$ cat src/design/pgit_regs.svh
// timing and limit constants for the power gating interval timer
`ifndef PGIT_REGS_SVH
`define PGIT_REGS_SVH

// core clock rate in hertz
`define PGIT_CLK_HZ          25000000
// base time step of all interval counting, in ms
`define PGIT_TICK_MS         1
// off time at the end of every interval, in ms
`define PGIT_GUARD_MS        50
// measurement phase after reset, in ms
`define PGIT_MEASURE_MS      100
// manual request filter time, in ms
`define PGIT_DEBOUNCE_MS     20
// manual request observation window, in ms
`define PGIT_OBSERVE_MS      30
// longest delay from manual recognition to gate low, in ms
`define PGIT_MANUAL_DELAY_MS 10
// shortest completion pulse the controller must give, in ns
`define PGIT_DONE_MIN_NS     100
// interval limits, in ms
`define PGIT_MIN_INTERVAL_MS 100
`define PGIT_MAX_INTERVAL_MS 7200000
// reset values
`define PGIT_GATE_RESET      1'b1

`endif

$ cat src/design/pgit_pkg.sv
// types shared by the power gating interval timer
package pgit_pkg;

    typedef enum logic [2:0] {
        ST_MEASURE = 3'b000,
        ST_ABORT   = 3'b001,
        ST_WINDOW  = 3'b010,
        ST_GUARD   = 3'b011,
        ST_IDLE    = 3'b100,
        ST_MANUAL  = 3'b101
    } state_t;

endpackage

$ cat src/design/power_gating_interval_timer.sv
// power gating interval timer: gate drive, completion, manual power-on
`timescale 1ns/100ps
`include "pgit_regs.svh"

// Operation
// RULE_01: periodic mode opens window every interval start
// RULE_02: gate output low powers load
// RULE_03: window lasts interval minus 50 ms
// RULE_04: gate high for final 50 ms
// RULE_05: gate rests high after measurement
// RULE_06: gate goes low at interval start
// RULE_07: only rising completion edge counts
// RULE_08: first completion per interval only
// RULE_09: controller holds completion at least 100 ns
// RULE_10: completion ends window early, both modes
// RULE_11: one measurement phase before any window
// RULE_12: mode chosen from sampled mode pin
// RULE_13: mode pin is tied statically
// RULE_14: one-shot gives one window after start-up
// RULE_15: one-shot manual request gives one window
// RULE_16: periodic falling edges spaced by interval
// RULE_17: manual during measurement aborts and restarts
// RULE_18: manual needs 20 ms within 30 ms; the code has no 30 ms window and counts high steps up and low steps down to 20
// RULE_19: manual input filtered for 20 ms
// RULE_20: manual ignored while gate is low
// RULE_21: gate low within 10 ms of manual
// RULE_22: manual clears counters until input low
// RULE_23: completion ignored while manual held high
// RULE_24: interval code timed on internal clock
// RULE_25: manual input passes two-stage synchroniser
module power_gating_interval_timer #(
    // core cycles per time step; shorten for simulation
    parameter int unsigned TICK_CYC =
        (`PGIT_CLK_HZ / 1000) * `PGIT_TICK_MS
) (
    // clock and reset
    input  wire logic        clk,
    input  wire logic        srst,
    // static mode strap, high selects periodic mode
    input  wire logic        mode_periodic,
    // shared interval select / manual power-on pin
    input  wire logic        interval_set_manual_on,
    // interval from measurement front end, in ms
    input  wire logic [22:0] interval_period,
    // completion from the powered controller
    input  wire logic        done_in,
    // gate drive to external switch, low powers load
    output logic             gate_drive_n,
    // status
    output logic             measure_active,
    output logic             manual_power_request,
    output logic             periodic_active
);

    localparam logic [15:0] TICK_LAST  = 16'(TICK_CYC - 1);
    localparam logic [22:0] GUARD_TICKS =
        23'(`PGIT_GUARD_MS / `PGIT_TICK_MS);
    localparam logic [6:0]  MEAS_LAST  =
        7'(`PGIT_MEASURE_MS / `PGIT_TICK_MS - 1);
    localparam logic [4:0]  DB_LIMIT   =
        5'(`PGIT_DEBOUNCE_MS / `PGIT_TICK_MS);
    localparam logic [22:0] IVL_MIN    = 23'(`PGIT_MIN_INTERVAL_MS);
    localparam logic [22:0] IVL_MAX    = 23'(`PGIT_MAX_INTERVAL_MS);

    // synchronisers
    logic        man_s1_q;
    logic        man_s2_q;
    logic        done_s1_q;
    logic        done_s2_q;
    logic        done_s3_q;
    logic        mode_s1_q;
    logic        mode_s2_q;

    // time base
    logic [15:0] tick_cnt_q;
    logic        tick_q;

    // manual filter
    logic [4:0]  db_cnt_q;
    logic        man_filt_q;
    logic        man_filt_d1_q;

    // sequencing
    pgit_pkg::state_t state_q;
    logic [6:0]  meas_cnt_q;
    logic [22:0] ivl_cnt_q;
    logic [22:0] period_q;
    logic        mode_q;
    logic        done_taken_q;
    logic        gate_q;

    // events
    logic        done_rise;
    logic        done_ev;
    logic        man_rise;
    logic        man_start;
    logic        meas_end;
    logic        win_end;
    logic        ivl_end;
    logic        tick_hold;
    logic [22:0] period_clamped;

    // pins are asynchronous to the core clock
    always_ff @(posedge clk) begin
        if (srst) begin
            man_s1_q <= 1'b0;
            man_s2_q <= 1'b0;
        end else begin
            man_s1_q <= interval_set_manual_on;  // see RULE_25
            man_s2_q <= man_s1_q;
        end
    end

    // a pulse near the 100 ns minimum spans only two or three cycles
    always_ff @(posedge clk) begin
        if (srst) begin
            done_s1_q <= 1'b0;
            done_s2_q <= 1'b0;
            done_s3_q <= 1'b0;
        end else begin
            done_s1_q <= done_in;  // see RULE_09
            done_s2_q <= done_s1_q;
            done_s3_q <= done_s2_q;
        end
    end

    always_ff @(posedge clk) begin
        if (srst) begin
            mode_s1_q <= 1'b0;
            mode_s2_q <= 1'b0;
        end else begin
            mode_s1_q <= mode_periodic;
            mode_s2_q <= mode_s1_q;
        end
    end

    // steps must run during a manual hold, or the filter could never
    // release; zeroed as the window opens so it starts on a whole step
    assign tick_hold = (state_q == pgit_pkg::ST_ABORT) ||
                       ((state_q == pgit_pkg::ST_MANUAL) && !man_filt_q);

    always_ff @(posedge clk) begin
        if (srst || tick_hold) begin
            tick_cnt_q <= 16'h0000;
            tick_q     <= 1'b0;
        end else if (tick_cnt_q == TICK_LAST) begin
            tick_cnt_q <= 16'h0000;  // see RULE_24
            tick_q     <= 1'b1;
        end else begin
            tick_cnt_q <= tick_cnt_q + 16'h0001;
            tick_q     <= 1'b0;
        end
    end

    // integrating filter on both edges: high steps count up, low steps
    // count down, so 20 ms of high inside 30 ms is accepted only if no low step falls between the high steps
    always_ff @(posedge clk) begin
        if (srst) begin
            db_cnt_q <= 5'h00;
        end else if (tick_q) begin
            if (man_s2_q && db_cnt_q != DB_LIMIT) begin
                db_cnt_q <= db_cnt_q + 5'h01;  // see RULE_18
            end else if (!man_s2_q && db_cnt_q != 5'h00) begin
                db_cnt_q <= db_cnt_q - 5'h01;
            end
        end else if (tick_hold && !man_s2_q && !man_filt_q) begin
            db_cnt_q <= 5'h00;
        end
    end

    always_ff @(posedge clk) begin
        if (srst) begin
            man_filt_q    <= 1'b0;
            man_filt_d1_q <= 1'b0;
        end else begin
            if (db_cnt_q == DB_LIMIT) begin
                man_filt_q <= 1'b1;  // see RULE_19
            end else if (db_cnt_q == 5'h00) begin
                man_filt_q <= 1'b0;
            end
            man_filt_d1_q <= man_filt_q;
        end
    end

    assign man_rise  = man_filt_q && !man_filt_d1_q;
    // requests only count while the load is off
    assign man_start = man_rise && gate_q &&
                       ((state_q == pgit_pkg::ST_GUARD) ||
                        (state_q == pgit_pkg::ST_IDLE));  // see RULE_20

    assign done_rise = done_s2_q && !done_s3_q;  // see RULE_07
    assign done_ev   = done_rise && !done_taken_q &&
                       !man_filt_q;  // see RULE_08, RULE_23

    assign meas_end = tick_q && (state_q == pgit_pkg::ST_MEASURE) &&
                      (meas_cnt_q == MEAS_LAST) && !man_s2_q;
    assign win_end  = tick_q &&
                      (ivl_cnt_q == period_q - GUARD_TICKS - 23'h000001);
    assign ivl_end  = tick_q && (ivl_cnt_q == period_q - 23'h000001);

    // out-of-range codes are held inside the legal interval span
    always_comb begin
        if (interval_period < IVL_MIN) begin
            period_clamped = IVL_MIN;
        end else if (interval_period > IVL_MAX) begin
            period_clamped = IVL_MAX;
        end else begin
            period_clamped = interval_period;
        end
    end

    // measurement phase counter restarts after every abort
    always_ff @(posedge clk) begin
        if (srst || state_q != pgit_pkg::ST_MEASURE) begin
            meas_cnt_q <= 7'h00;
        end else if (tick_q) begin
            meas_cnt_q <= meas_cnt_q + 7'h01;  // see RULE_11
        end
    end

    // interval and mode are caught once, when measurement ends
    always_ff @(posedge clk) begin
        if (srst) begin
            period_q <= IVL_MIN;
            mode_q   <= 1'b0;
        end else if (meas_end) begin
            period_q <= period_clamped;  // see RULE_24
            mode_q   <= mode_s2_q;  // see RULE_12, RULE_13
        end
    end

    // one completion per window; a new edge wins over the clear
    always_ff @(posedge clk) begin
        if (srst) begin
            done_taken_q <= 1'b0;
        end else if (done_rise && !man_filt_q &&
                     (state_q == pgit_pkg::ST_WINDOW)) begin
            done_taken_q <= 1'b1;  // see RULE_08
        end else if (ivl_end || man_start || meas_end) begin
            done_taken_q <= 1'b0;
        end
    end

    // interval counter, cleared by a manual request
    always_ff @(posedge clk) begin
        if (srst) begin
            ivl_cnt_q <= 23'h000000;
        end else begin
            case (state_q)
                pgit_pkg::ST_WINDOW,
                pgit_pkg::ST_GUARD: begin
                    if (man_start || ivl_end) begin
                        ivl_cnt_q <= 23'h000000;  // see RULE_22
                    end else if (tick_q) begin
                        ivl_cnt_q <= ivl_cnt_q + 23'h000001;
                    end
                end
                default: begin
                    ivl_cnt_q <= 23'h000000;  // see RULE_22
                end
            endcase
        end
    end

    // sequencing and gate drive
    always_ff @(posedge clk) begin
        if (srst) begin
            state_q <= pgit_pkg::ST_MEASURE;
            gate_q  <= `PGIT_GATE_RESET;
        end else begin
            case (state_q)
                pgit_pkg::ST_MEASURE: begin
                    gate_q <= 1'b1;  // see RULE_11
                    if (man_s2_q) begin
                        state_q <= pgit_pkg::ST_ABORT;  // see RULE_17
                    end else if (meas_end) begin
                        state_q <= pgit_pkg::ST_WINDOW;  // see RULE_14
                        gate_q  <= 1'b0;  // see RULE_06
                    end
                end
                pgit_pkg::ST_ABORT: begin
                    gate_q <= 1'b1;
                    if (!man_s2_q) begin
                        state_q <= pgit_pkg::ST_MEASURE;  // see RULE_17
                    end
                end
                pgit_pkg::ST_WINDOW: begin
                    if (done_ev || win_end) begin
                        gate_q <= 1'b1;  // see RULE_03, RULE_10
                        if (mode_q) begin
                            state_q <= pgit_pkg::ST_GUARD;  // see RULE_04
                        end else begin
                            state_q <= pgit_pkg::ST_IDLE;  // see RULE_14
                        end
                    end
                end
                pgit_pkg::ST_GUARD: begin
                    if (man_start) begin
                        state_q <= pgit_pkg::ST_MANUAL;  // see RULE_21
                        gate_q  <= 1'b0;
                    end else if (ivl_end) begin
                        // see RULE_01, RULE_16
                        state_q <= pgit_pkg::ST_WINDOW;
                        gate_q  <= 1'b0;  // see RULE_06
                    end else begin
                        gate_q <= 1'b1;  // see RULE_05
                    end
                end
                pgit_pkg::ST_IDLE: begin
                    if (man_start) begin
                        state_q <= pgit_pkg::ST_MANUAL;  // see RULE_15
                        gate_q  <= 1'b0;  // see RULE_21
                    end else begin
                        gate_q <= 1'b1;  // see RULE_05
                    end
                end
                pgit_pkg::ST_MANUAL: begin
                    // a held request keeps the load on past the interval
                    gate_q <= 1'b0;  // see RULE_23
                    if (!man_filt_q) begin
                        state_q <= pgit_pkg::ST_WINDOW;  // see RULE_22
                    end
                end
                default: begin
                    state_q <= pgit_pkg::ST_MEASURE;
                    gate_q  <= 1'b1;
                end
            endcase
        end
    end

    assign gate_drive_n = gate_q;  // see RULE_02

    // status outputs
    always_ff @(posedge clk) begin
        if (srst) begin
            measure_active       <= 1'b1;
            manual_power_request <= 1'b0;
            periodic_active      <= 1'b0;
        end else begin
            // falls on the edge that opens the first window, never after
            measure_active <= ((state_q == pgit_pkg::ST_MEASURE) &&
                               !meas_end) ||
                              (state_q == pgit_pkg::ST_ABORT);
            manual_power_request <= man_filt_q;
            if (meas_end) begin
                periodic_active <= mode_s2_q;
            end
        end
    end

endmodule // power_gating_interval_timer

$ cat config.mk
export PLATFORM = sky130hd
export DESIGN_NAME = power_gating_interval_timer
export DESIGN_NICKNAME = d
export VERILOG_FILES = /design/src/design/pgit_pkg.sv /design/src/design/power_gating_interval_timer.sv
export VERILOG_INCLUDE_DIRS = /design/src /design/src/design
export SDC_FILE = /design/constraint.sdc
export NUM_CORES = 1
export LEC_CHECK = 0
export BUFFER_PORTS_ARGS = -buffer_cell sky130_fd_sc_hd__buf_2
export CORE_MARGIN = 2
export CORE_UTILIZATION = 52
export CTS_CLUSTER_DIAMETER = 50
export DETAILED_ROUTE_END_ITERATION = 10
export PLACE_DENSITY = 0.74
export SLEW_MARGIN = 10
export SYNTH_ARGS = -nofsm -noshare
export SYNTH_HDL_FRONTEND = slang
export SYNTH_SLANG_ARGS = --single-unit
export TNS_END_PERCENT = 10
$ cat constraint.sdc
create_clock -name clk -period 6.7 [get_ports clk]
set_input_delay 0.335 -clock clk [delete_from_list [all_inputs] [get_ports clk]]
set_output_delay 0.335 -clock clk [all_outputs]
set_load 0.005 [all_outputs]
## Word-level counts from Yosys, hierarchy flattened

Cells that the tools add are included.

- Output and inout bits: 4
- ROM bits: 0
- Memory bits (writable): 0
- Memories kept: 0
- Latch bits: 0
- Register bits after elaboration: 91

- Order comparisons: 2
- Muxes and demuxes: 28
- Bitwise logic cells: 1
- Add/sub/neg operators: 8
- Reduce and logical (&&, ||, !) cells: 45
- Equality and inequality tests: 18
- Shifts and indexed selects: 0
- $mul: 0
- Div/mod/pow operators: 0

Operators by type and width:

| operator | count |
|---|---|
| 23-bit == test | 2 |
| 23-bit 2-to-1 mux | 2 |
| 23-bit by 1-bit subtractor with 23-bit output (second input constant) | 2 |
| 3-bit 2-to-1 mux | 9 |
| 23-bit by 1-bit adder with 23-bit output (second input constant) | 1 |
| 23-bit > comparator (second input constant) | 1 |
| 23-bit by 7-bit less-than comparator with 1-bit output (second input constant) | 1 |
| 23-bit by 6-bit subtractor with 23-bit output (second input constant) | 1 |
| 5-bit 2-to-1 mux | 4 |
| 1-bit logical AND | 19 |
| 3-bit one-hot mux with 6 select lines | 1 |
| 16-bit by 1-bit adder with 16-bit output (second input constant) | 1 |
| 16-bit by 15-bit == test with 1-bit output (second input constant) | 1 |
| 1-bit 2-to-1 mux | 11 |
| 1-bit logical OR | 8 |
| 7-bit by 1-bit adder with 7-bit output (second input constant) | 1 |
| 7-bit == test (second input constant) | 1 |
| 3-bit by 2-bit == test with 1-bit output (second input constant) | 2 |
| 3-bit == test (second input constant) | 2 |
| 1-bit zero test | 6 |
| 2-bit inequality test (second input constant) | 3 |
| 3-bit inequality test (second input constant) | 2 |
| 6-bit AND reduction | 1 |
| 2-bit nonzero test | 3 |
| 16 further kinds | 17 |

## Longest topological paths before layout

Gate-level depths: netlist of run 1.

- Word-level depth: 8
- Depth in mapped cells: 13
- Mapped depth without buffers: 11

## Least setup slack after synthesis of run 1

No wires, ideal clock.

- Kind: flip-flop to flip-flop
- From: register period_q[11]
- To: register state_q[1]
- Cell stages (with the launch flop): 10
- Data required time: 6604 ps
- Slack: 3429 ps
- Library setup time: 96 ps
- Arrival time: 3175 ps
- Period minus slack after synthesis: 3271 ps
- Path buffers: 1
- Cells stage by stage: dfxtp_1 > clkbuf_1 > or4_1 > or4b_2 > nor4_1 > xor2_1 > or4_1 > o21ai_4 > nand2_2 > o41ai_2

- Cells in the longest elaborated chain, start to end: 7
- Elaborated cells on any way between the ends: 11
- Classes of those cells: add/sub: 3; eq/ne: 4; reduce/logical: 4

RTL lines:

| element | RTL line | text |
|---|---|---|
| start: declaration | power_gating_interval_timer.sv:87 | `logic [22:0] period_q;` |
| start signal: assignment | power_gating_interval_timer.sv:227 | `period_q <= period_clamped;` |
| 23-bit by 6-bit subtractor with 23-bit output | power_gating_interval_timer.sv:198 | `(ivl_cnt_q == period_q - GUARD_TICKS - 23'h000001);` |
| 23-bit by 1-bit subtractor with 23-bit output | power_gating_interval_timer.sv:198 |  |
| 23-bit == test | power_gating_interval_timer.sv:198 |  |
| 1-bit logical AND | power_gating_interval_timer.sv:197 | `assign win_end = tick_q &&` |
| 1-bit logical OR | power_gating_interval_timer.sv:288 | `if (done_ev \|\| win_end) begin` |
| 2-bit by 1-bit inequality test with 1-bit output (no line) | -- |  |
| 6-bit AND reduction (no line) * | -- |  |
| end signal: assignment | power_gating_interval_timer.sv:291 | `state_q <= pgit_pkg::ST_GUARD;` |
| end signal: assignment | power_gating_interval_timer.sv:293 | `state_q <= pgit_pkg::ST_IDLE;` |
| end signal: assignment | power_gating_interval_timer.sv:299 | `state_q <= pgit_pkg::ST_MANUAL;` |
| end: declaration | power_gating_interval_timer.sv:84 | `pgit_pkg::state_t state_q;` |

Every way passes the cells marked *; elsewhere a longest branch is shown, timed or not.
A chain may end at the register's enable or synchronous reset.

## Worst setup path after layout of run 1

- From: register period_q[2]
- To: register ivl_cnt_q[17]

- Cells in the longest elaborated chain, start to end: 5

RTL lines:

| element | RTL line | text |
|---|---|---|
| 23-bit by 1-bit subtractor with 23-bit output | power_gating_interval_timer.sv:199 | `assign ivl_end = tick_q && (ivl_cnt_q == period_q - 23'h000001);` |
| 23-bit == test | power_gating_interval_timer.sv:199 |  |
| 1-bit logical AND | power_gating_interval_timer.sv:199 |  |
| 1-bit logical OR | power_gating_interval_timer.sv:252 | `if (man_start \|\| ivl_end) begin` |
| 3-bit OR reduction (no line) | -- |  |
| end signal: assignment | power_gating_interval_timer.sv:255 | `ivl_cnt_q <= ivl_cnt_q + 23'h000001;` |
| end: declaration | power_gating_interval_timer.sv:86 | `logic [22:0] ivl_cnt_q;` |

No other way between the ends.

==> results.toml, run 1 <==
[status]
outcome = "completed"

[floorplan]
coreArea_mm2 = 0.0101
die_h_um = 105
ios = 32
start_util_pct = 52.8
rows = 37
die_w_um = 105
die_area_mm2 = 0.0111

[clock_network]
clock-root-buffer = "clkbuf_8"
insertion_delay_ps = 360
cts_tree = "yes"
ctsResizeCount = 0
clk_pin_slew_ps = 90
postCtsSetupBuffers = 0
clk_path_buf_depth = 2
cts_made_buffers = 9
clock-sinks = 91
ctsHoldBuffers = 0
cts.htree.levels = 3

[sta]
rsz0062_at_grt = "false"
max_slew_margin_pct = 41.0
setup_viol = 0
setup_tns_ps = 0
hold_violations = 0
drv_slew = 0
fin_crit_ps = 3610
fmax_ghz = 0.277
fin_crit_sh_pct = 53.9
tightest_slew_ps = 862
finClkSkew_ps = 6.54
fin_ws_ps = 3090

[placed_design]
hpwl_um = 9710
gp_congestion = 0.964
portBuffers = 31
dp_slack_ps = 3170

[detailed_routing]
routed_wl_um = 12900
wire_per_inst_um = 15.8
post_drt_via_cell_ratio = 5.98
vias = 4896
firstDrtPassIters = 6
ant_nets = 0
drtIter0Drc = 323
drc = 0

[pwr]
powerDensity_mw_per_mm2 = 165
intPower_mw = 0.704
power_frac_comb_pct = 5.5
leakage_nw = 2.07
vdd_ir_drop_max_mv = 0.155
switching_share_pct = 25.5
pwr-share-clk_pct = 36.2
seqPwrFrac_pct = 58.3
p_sw_mw = 0.241

[yosys]
synth_top_area_cell = "dfxtp_1"
avgSynthCellArea_um2 = 7.98
yosys_most_used_dff = "dfxtp_1"
synth_area_leaders = "dfxtp_1 34%, xnor2_1 7.2%, nor2_1 6.7%, xor2_1 6.2%, nand2_1 3.8%"
synthArstFlopShare_pct = 0
synth_edf_count = 0
postSynthRegisterBits = 91
ys_types = 61
yosysMostFrequentCell = "nor2_1"
syn_inst = 671
yosysTopAreaCellShare_pct = 34.0
syn_area_mm2 = 0.00535
synth_commonest_cells = "95 x nor2_1, 91 x dfxtp_1, 54 x nand2_1"
ys_warn_count = 0
seq_area_frac_synth_pct = 34.0
syn_nets = 710

[setup_path]
end_kind = "register"
critPathLaunchType = "register"
critPathKind = "register to register"
required_ps = 6920
crit_arrival_ps = 3820
path_max_fanout = 23

[grt]
first_global_vias = 4446
grt_antenna_before_repair = 0
track_usage_pct = 23.6
overflow = 0
grt_pass1_wl_um = 21300
grt_max_degree = 43

[worst_hold_path]
min_path_type = "primary input to register"

[run]
maxCapViolations = 0

[finish]
area_growth_pct = 6.78
drive_gt1_share_pct = 9.52
diodes = 0
n_fill_cell = 940
nets = 717
## stage by stage
step / utilization (%) / area, um^2 / cells / power, mW / hold slack, ps
3_5_place_dp: 54.6 / 5540 / 803 / 0.615 / 426
6_report: 56.4 / 5720 / 819 / 0.945 / 176
3_3_place_gp: 54.6 / 5540 / 803 / 0.613 / 416
5_1_grt: 56.4 / 5720 / 819 / 0.981 / 172
2_1_floorplan: - / 5350 / 671 / 0.595 / 414
4_1_cts: 56.4 / 5720 / 819 / 0.955 / 158
## worst max-delay path, cell delays in order, from the launching register on
cell	delay (ps)
dfxtp_1	470
or3_1	480
nor4_1	500
nand2b_1	160
mux2i_1	190
a2111oi_0	700
a31oi_1	200
nand3_1	650
nor2_1	110
## cell usage in the layout (no fill, tap or decap), types with 4 or more instances in the layout
| master | Yosys | routed |
|---|---|---|
| o2111ai_1 | 4 | 4 |
| and3_1 | 9 | 9 |
| nand3_1 | 25 | 25 |
| nor3_1 | 21 | 21 |
| or4_1 | 4 | 4 |
| o31ai_1 | 4 | 4 |
| xnor2_1 | 44 | 44 |
| and2_1 | 5 | 5 |
| ha_1 | 10 | 10 |
| or3_1 | 8 | 8 |
| a22oi_1 | 13 | 13 |
| a21oi_1 | 31 | 31 |
| nor2b_1 | 17 | 17 |
| a31oi_1 | 8 | 8 |
| nand2b_1 | 4 | 4 |
| and4_1 | 5 | 5 |
| a21o_1 | 4 | 4 |
| mux2i_1 | 8 | 8 |
| nand4_1 | 19 | 19 |
| mux2_2 | 4 | 4 |
| inv_1 | 18 | 18 |
| xor2_1 | 38 | 38 |
| o21ai_0 | 25 | 25 |
| dfxtp_1 | 91 | 91 |
| a211o_1 | 4 | 4 |
| nor2_1 | 95 | 95 |
| buf_2 | 2 | 31 |
| nor4_1 | 17 | 17 |
| clkbuf_8 | 0 | 9 |
| nand2_1 | 54 | 54 |
## cell type report
cell class | count | area, um^2 | share of cell area (%)
clock buffers | 10 | 128 | 2.23
clock inverters | 6 | 47.5 | 0.832
inverters | 18 | 67.6 | 1.18
multi-input cells | 524 | 3300 | 57.8
flip-flops and latches | 91 | 1820 | 31.9
well taps | 136 | 170 | 2.98
repair buffers | 34 | 178 | 3.11
## power groups by stage
stage               Clock [mW]  Combinational (mW)  Sequential, mW
CTS                      0.352              0.0520           0.551
global placement             0              0.0498           0.563
detailed placement           0              0.0517           0.563
global route             0.371              0.0582           0.552
finish                   0.342              0.0523           0.551
floorplan                    0              0.0348           0.560
## worst paths after layout
| path | slack [ps] | cells past startpoint | from | to |
|---|---|---|---|---|
| worst max-delay path | 3090 | 8 | period_q[2] | ivl_cnt_q[17] |
| worst min register to register | 450 | 1 | done_s1_q | done_s2_q |
| worst max register to register | 3090 | 8 | period_q[2] | ivl_cnt_q[17] |
| worst min-delay path | 180 | 2 | mode_periodic | mode_s1_q |
## state kept, by name, summed over array words and instances, names as in the netlist
| name | flops |
|---|---|
| manual_power_request | 1 |
| period_q | 23 |
| state_q | 3 |
| tick_cnt_q | 16 |
| periodic_active | 1 |
| meas_cnt_q | 7 |
| done_s1_q | 1 |
| man_s2_q | 1 |
| ivl_cnt_q | 23 |
| done_s2_q | 1 |
| man_filt_q | 1 |
| mode_s1_q | 1 |
| man_s1_q | 1 |
| done_taken_q | 1 |
| measure_active | 1 |
| tick_q | 1 |
| done_s3_q | 1 |
| mode_s2_q | 1 |
| db_cnt_q | 5 |
| gate_drive_n | 1 |
## cell families after synthesis
| group | after synthesis | share of synthesized area (%) |
|---|---|---|
| flip-flops | 91 | 34.0 |
| multiplexers | 12 | 2.34 |
| XOR/XNOR | 82 | 13.4 |
| adder cells (fa/ha/maj) | 11 | 2.71 |
| AND/OR/NAND/NOR | 296 | 27.5 |
| buffers and inverters | 56 | 4.25 |
| AO/OA/AOI/OAI | 123 | 15.7 |
## routing by layer
| metal | global-route usage [%] | part of all wire [%] | vias to the layer above |
|---|---|---|---|
| li1 | - | - | 2388 |
| met1 | 32.3 | 47 | 2348 |
| met2 | 36.7 | 45 | 138 |
| met3 | 3.15 | 5.3 | 22 |
| met4 | 10.9 | 2.8 | 0 |
| met5 | 0 | 0 | - |
(Power assumes the default switching activity.)
==> run 2: changes to the inputs <==
Settings changed: PLACE_DENSITY 0.74 to 0.77.
Clock period 6.7 ns to 3 ns, I/O delays scaled along.
==> results.toml, run 2 (synthesis results as in run 1) <==
[status]
outcome = "completed"

[sta]
drv_slew = 0
rsz0062_at_grt = "true"
fin_crit_ps = 2970
tightest_slew_ps = 837
max_slew_margin_pct = 44.2
hold_violations = 0
setup_viol = 0
fmax_ghz = 0.336
setup_tns_ps = 0
finClkSkew_ps = 16.6
fin_crit_sh_pct = 99.1
hold_slack_ps = 2.13

[placed_design]
hpwl_um = 10200
portBuffers = 31
gp_congestion = 0.951
placed_cells = 842

[finish]
n_fill_cell = 882
final_cells = 870
top_regs = "ivl_cnt_q x23, period_q x23, tick_cnt_q x16"
final_cell_mix = "94 x nor2_1, 85 x dfxtp_1, 54 x nand2_1"
diodes = 0
nets = 768
layout_commonest_cell = "nor2_1"
drive_gt1_share_pct = 18.7
area_growth_pct = 18.5

[detailed_routing]
ant_nets = 0
wire_per_inst_um = 15.8
vias = 5107
post_drt_via_cell_ratio = 5.87
drtIter0Drc = 331
firstDrtPassIters = 5
drc = 0
routed_wl_um = 13700

[clock_network]
cts_tree = "yes"
clock-root-buffer = "clkbuf_8"
insertion_delay_ps = 380
clk_path_buf_depth = 2
clock-sinks = 91
cts_made_buffers = 9
clk_pin_slew_ps = 110
cts.htree.levels = 3

[worst_hold_path]
min_path_type = "primary input to register"
holdPathEnd = "period_q[4]"
hold_path_startpoint = "interval_period[4]"
hold_depth = 3

[setup_path]
r2r_cells = 9
critPathLaunchType = "register"
crit_arrival_ps = 3240
critPathKind = "register to register"
reg2reg_to = "state_q[2]"
slowest_stage = "or4_4"
path_max_fanout = 6
path_cells = "or4_4, or3_1, a211o_1, a32o_1, or4_4, o21ai_4, buf_4, a211o_1, o41ai_4"
end_kind = "register"
r2r_start = "period_q[6]"
slowest_delay_ps = 600
reg2reg_slack_ps = 30
required_ps = 3270

[grt]
overflow = 0
grt_antenna_before_repair = 0
first_global_vias = 4764
grt_max_degree = 35
grt_pass1_wl_um = 23000
track_usage_pct = 25.4

[pwr]
vdd_ir_drop_max_mv = 0.377
powerDensity_mw_per_mm2 = 360
leakage_nw = 2.41

[run]
maxCapViolations = 0

[floorplan]
rows = 37
die_h_um = 105
die_area_mm2 = 0.0111
coreArea_mm2 = 0.0101
die_w_um = 105
start_util_pct = 52.8
ios = 32
-- run 2: cell types whose count changed in the layout (fill, tap and decap cells not counted), moves of 3 or more --
cell           delta
nor4_4            +3
nor4_1            -6
dlygate4sd3_1     +3
buf_4            +46
dfxtp_1           -6
dfxtp_2           +6
nor4_2            +3
-- run 2: repair_timing --
action,CTS,global route
pin swaps,8,6
endpoints found under the hold margin,3,0
buffers inserted,4,5
endpoints found under the setup margin,27,28
hold buffers,3,0
gates resized for setup,12,17
-- run 2: worst max-delay path by stage --
stage / cells past startpoint / slack (ps) / from / end
after floorplan: 9 / 4 / period_q[11] / state_q[1]
after detailed placement: 8 / -60 / period_q[16] / state_q[1]
after global routing: 8 / -50 / period_q[6] / state_q[2]
final: 9 / 30 / period_q[6] / state_q[2]
after CTS: 10 / -2 / period_q[11] / ivl_cnt_q[18]
after global placement: 10 / -40 / period_q[16] / ivl_cnt_q[20]
-- run 2: final cells by class --
class | instances | area [um^2] | area share (%)
Multi-Input combinational cell | 524 | 3470 | 54.7
Sequential cell | 91 | 1830 | 28.8
Timing Repair Buffer | 85 | 584 | 9.21
Tap cell | 136 | 170 | 2.68
Clock buffer | 9 | 124 | 1.95
Clock inverter | 7 | 95.1 | 1.50
Inverter | 18 | 67.6 | 1.07
-- run 2: through the flow --
stage                     cell area (um^2)  worst slack [ps]  utilization, %  total power, mW
after floorplan                       5390              3.51               -             1.33
after global placement                5870             -43.6            57.9             1.37
after detailed placement              5870             -58.2            57.9             1.38
after CTS                             6200             -2.50            61.2             2.29
after global routing                  6340             -48.6            62.6             2.36
final                                 6340              28.1            62.6             2.28
-- run 2: worst max-delay path: cells and delay by family, from the launching register on --
| family | cells | cell delay, ps |
|---|---|---|
| AO/OA/AOI/OAI | 5 | 970 |
| buffers and inverters | 1 | 140 |
| AND/OR/NAND/NOR | 3 | 1420 |
| flip-flops | 1 | 350 |
-- run 2: report_power, final --
part / total (mW) / switching (mW) / internal, mW
registers: 1.23 / 0.00788 / 1.22
logic: 0.138 / 0.0838 / 0.0538
clock network: 0.918 / 0.509 / 0.410
total: 2.28 / 0.600 / 1.68
-- run 2: metal layers --
layer	GRT usage (%)	up-vias	wire length, um
li1	-	2495	-
met1	34.6	2427	6340
met2	40.6	158	6360
met3	5.32	27	814
met4	7.33	0	233
met5	0	-	0
==> run 3: changes to the inputs <==
Settings changed: MAX_ROUTING_LAYER from default to met4.
==> results.toml, run 3 (synthesis results as in run 1) <==
[status]
outcome = "completed"

[detailed_routing]
post_drt_via_cell_ratio = 5.84
routed_wl_um = 13700
ant_nets = 0
drc = 0
vias = 5044
drtIter0Drc = 298
firstDrtPassIters = 5
wire_per_inst_um = 15.9

[setup_path]
path_max_fanout = 8
path_cells = "or4_4, or3_1, a211o_1, a32o_1, nor4b_1, a21oi_1, a211oi_1, o21ai_0"
slowest_stage = "or4_4"
r2r_start = "period_q[9]"
end_kind = "register"
slowest_delay_ps = 610
reg2reg_to = "gate_drive_n"
required_ps = 3230
reg2reg_slack_ps = 50
critPathLaunchType = "register"
crit_arrival_ps = 3170
r2r_cells = 8
critPathKind = "register to register"

[floorplan]
rows = 37
die_h_um = 105
die_w_um = 105
ios = 32
start_util_pct = 52.8
die_area_mm2 = 0.0111
coreArea_mm2 = 0.0101

[sta]
rsz0062_at_grt = "true"
finClkSkew_ps = 12.2
max_slew_margin_pct = 62.2
fin_crit_ps = 2950
tightest_slew_ps = 559
drv_slew = 0
fin_crit_sh_pct = 98.2
setup_viol = 0
setup_tns_ps = 0
fmax_ghz = 0.339
hold_violations = 0

[placed_design]
hpwl_um = 10500
placed_cells = 844
gp_congestion = 0.976
postPlaceCellArea_mm2 = 0.00589
portBuffers = 31

[finish]
layout_commonest_cell = "nor2_1"
area_growth_pct = 16.2
diodes = 0
final_cell_mix = "95 x nor2_1, 89 x dfxtp_1, 54 x nand2_1"
fin_util_pct = 61.3
n_fill_cell = 878
finalInstanceArea_mm2 = 0.00622
final_cells = 863
top_regs = "ivl_cnt_q x23, period_q x23, tick_cnt_q x16"
nets = 761
drive_gt1_share_pct = 17.2

[clock_network]
insertion_delay_ps = 360
clk_path_buf_depth = 2
cts.htree.levels = 3
cts_tree = "yes"
clk_pin_slew_ps = 90
cts_made_buffers = 9
clock-sinks = 91
clock-root-buffer = "clkbuf_8"

[worst_hold_path]
hold_depth = 2
hold_path_startpoint = "mode_periodic"
min_path_type = "primary input to register"
holdPathEnd = "mode_s1_q"

[pwr]
p_sw_mw = 0.524
seqPwrFrac_pct = 57.2
pwr-share-clk_pct = 36.8
leakage_nw = 2.32
intPower_mw = 1.62
power_mw = 2.15
powerDensity_mw_per_mm2 = 345
power_frac_comb_pct = 6.0
vdd_ir_drop_max_mv = 0.266
switching_share_pct = 24.4

[grt]
first_global_vias = 4777
overflow = 0
grt_max_degree = 37
grt_pass1_wl_um = 22600
track_usage_pct = 25.9
grt_antenna_before_repair = 0

[run]
maxCapViolations = 0
==> run 3: final cells by class <==
type | instances | area, um^2 | share of cell area (%)
Clock buffer | 12 | 155 | 2.49
Clock inverter | 4 | 33.8 | 0.543
Sequential cell | 91 | 1820 | 29.3
Inverter | 18 | 67.6 | 1.09
Multi-Input combinational cell | 524 | 3440 | 55.4
Tap cell | 136 | 170 | 2.74
Timing Repair Buffer | 78 | 526 | 8.45
==> run 3: stage by stage <==
| step | setup WS [ps] | hold WS [ps] |
|---|---|---|
| after floorplan | 3.51 | 253 |
| after CTS | -6.10 | 6.39 |
| after detailed placement | -107 | 387 |
| after global placement | -80.2 | 363 |
| final | 53.0 | 17.4 |
| after global routing | -22.4 | 34.9 |
==> run 3: worst max-delay path, delay by kind of cell (launching register included) <==
| kind | cells | cell delay (ps) |
|---|---|---|
| AND/OR/NAND/NOR | 3 | 1340 |
| AO/OA/AOI/OAI | 5 | 1100 |
| flip-flops | 1 | 360 |
==> run 3: repair_timing <==
item,CTS,global route
setup endpoints to repair,28,28
setup buffers,0,1
pin swaps,0,11
resized for setup,5,16
hold buffers,2,0
endpoints found under the hold margin,2,0
==> run 3: how the worst max path moves through the flow <==
stage                             from             to  cells after the start
after floorplan           period_q[11]     state_q[1]                      9
after global placement    period_q[16]  ivl_cnt_q[22]                     10
after detailed placement  period_q[16]   done_taken_q                     10
after CTS                 period_q[12]     state_q[1]                      8
after global routing      period_q[11]     state_q[0]                      9
final                      period_q[9]   gate_drive_n                      8
==> run 3: layer usage <==
layer | wire length [um] | share of wire [%] | vias to the layer above | track usage, %
li1 | - | - | 2474 | -
met1 | 6440 | 47 | 2396 | 35.2
met2 | 6300 | 46 | 150 | 39.2
met3 | 732 | 5.3 | 24 | 3.77
met4 | 238 | 1.7 | 0 | 9.43
met5 | 0 | 0 | - | -
==> run 3: power groups by stage <==
stage | Sequential [mW] | Clock (mW) | Combinational (mW)
after floorplan | 1.25 | 0 | 0.0773
after global placement | 1.26 | 0 | 0.118
after detailed placement | 1.26 | 0 | 0.121
after CTS | 1.23 | 0.816 | 0.124
after global routing | 1.23 | 0.859 | 0.145
final | 1.23 | 0.790 | 0.129
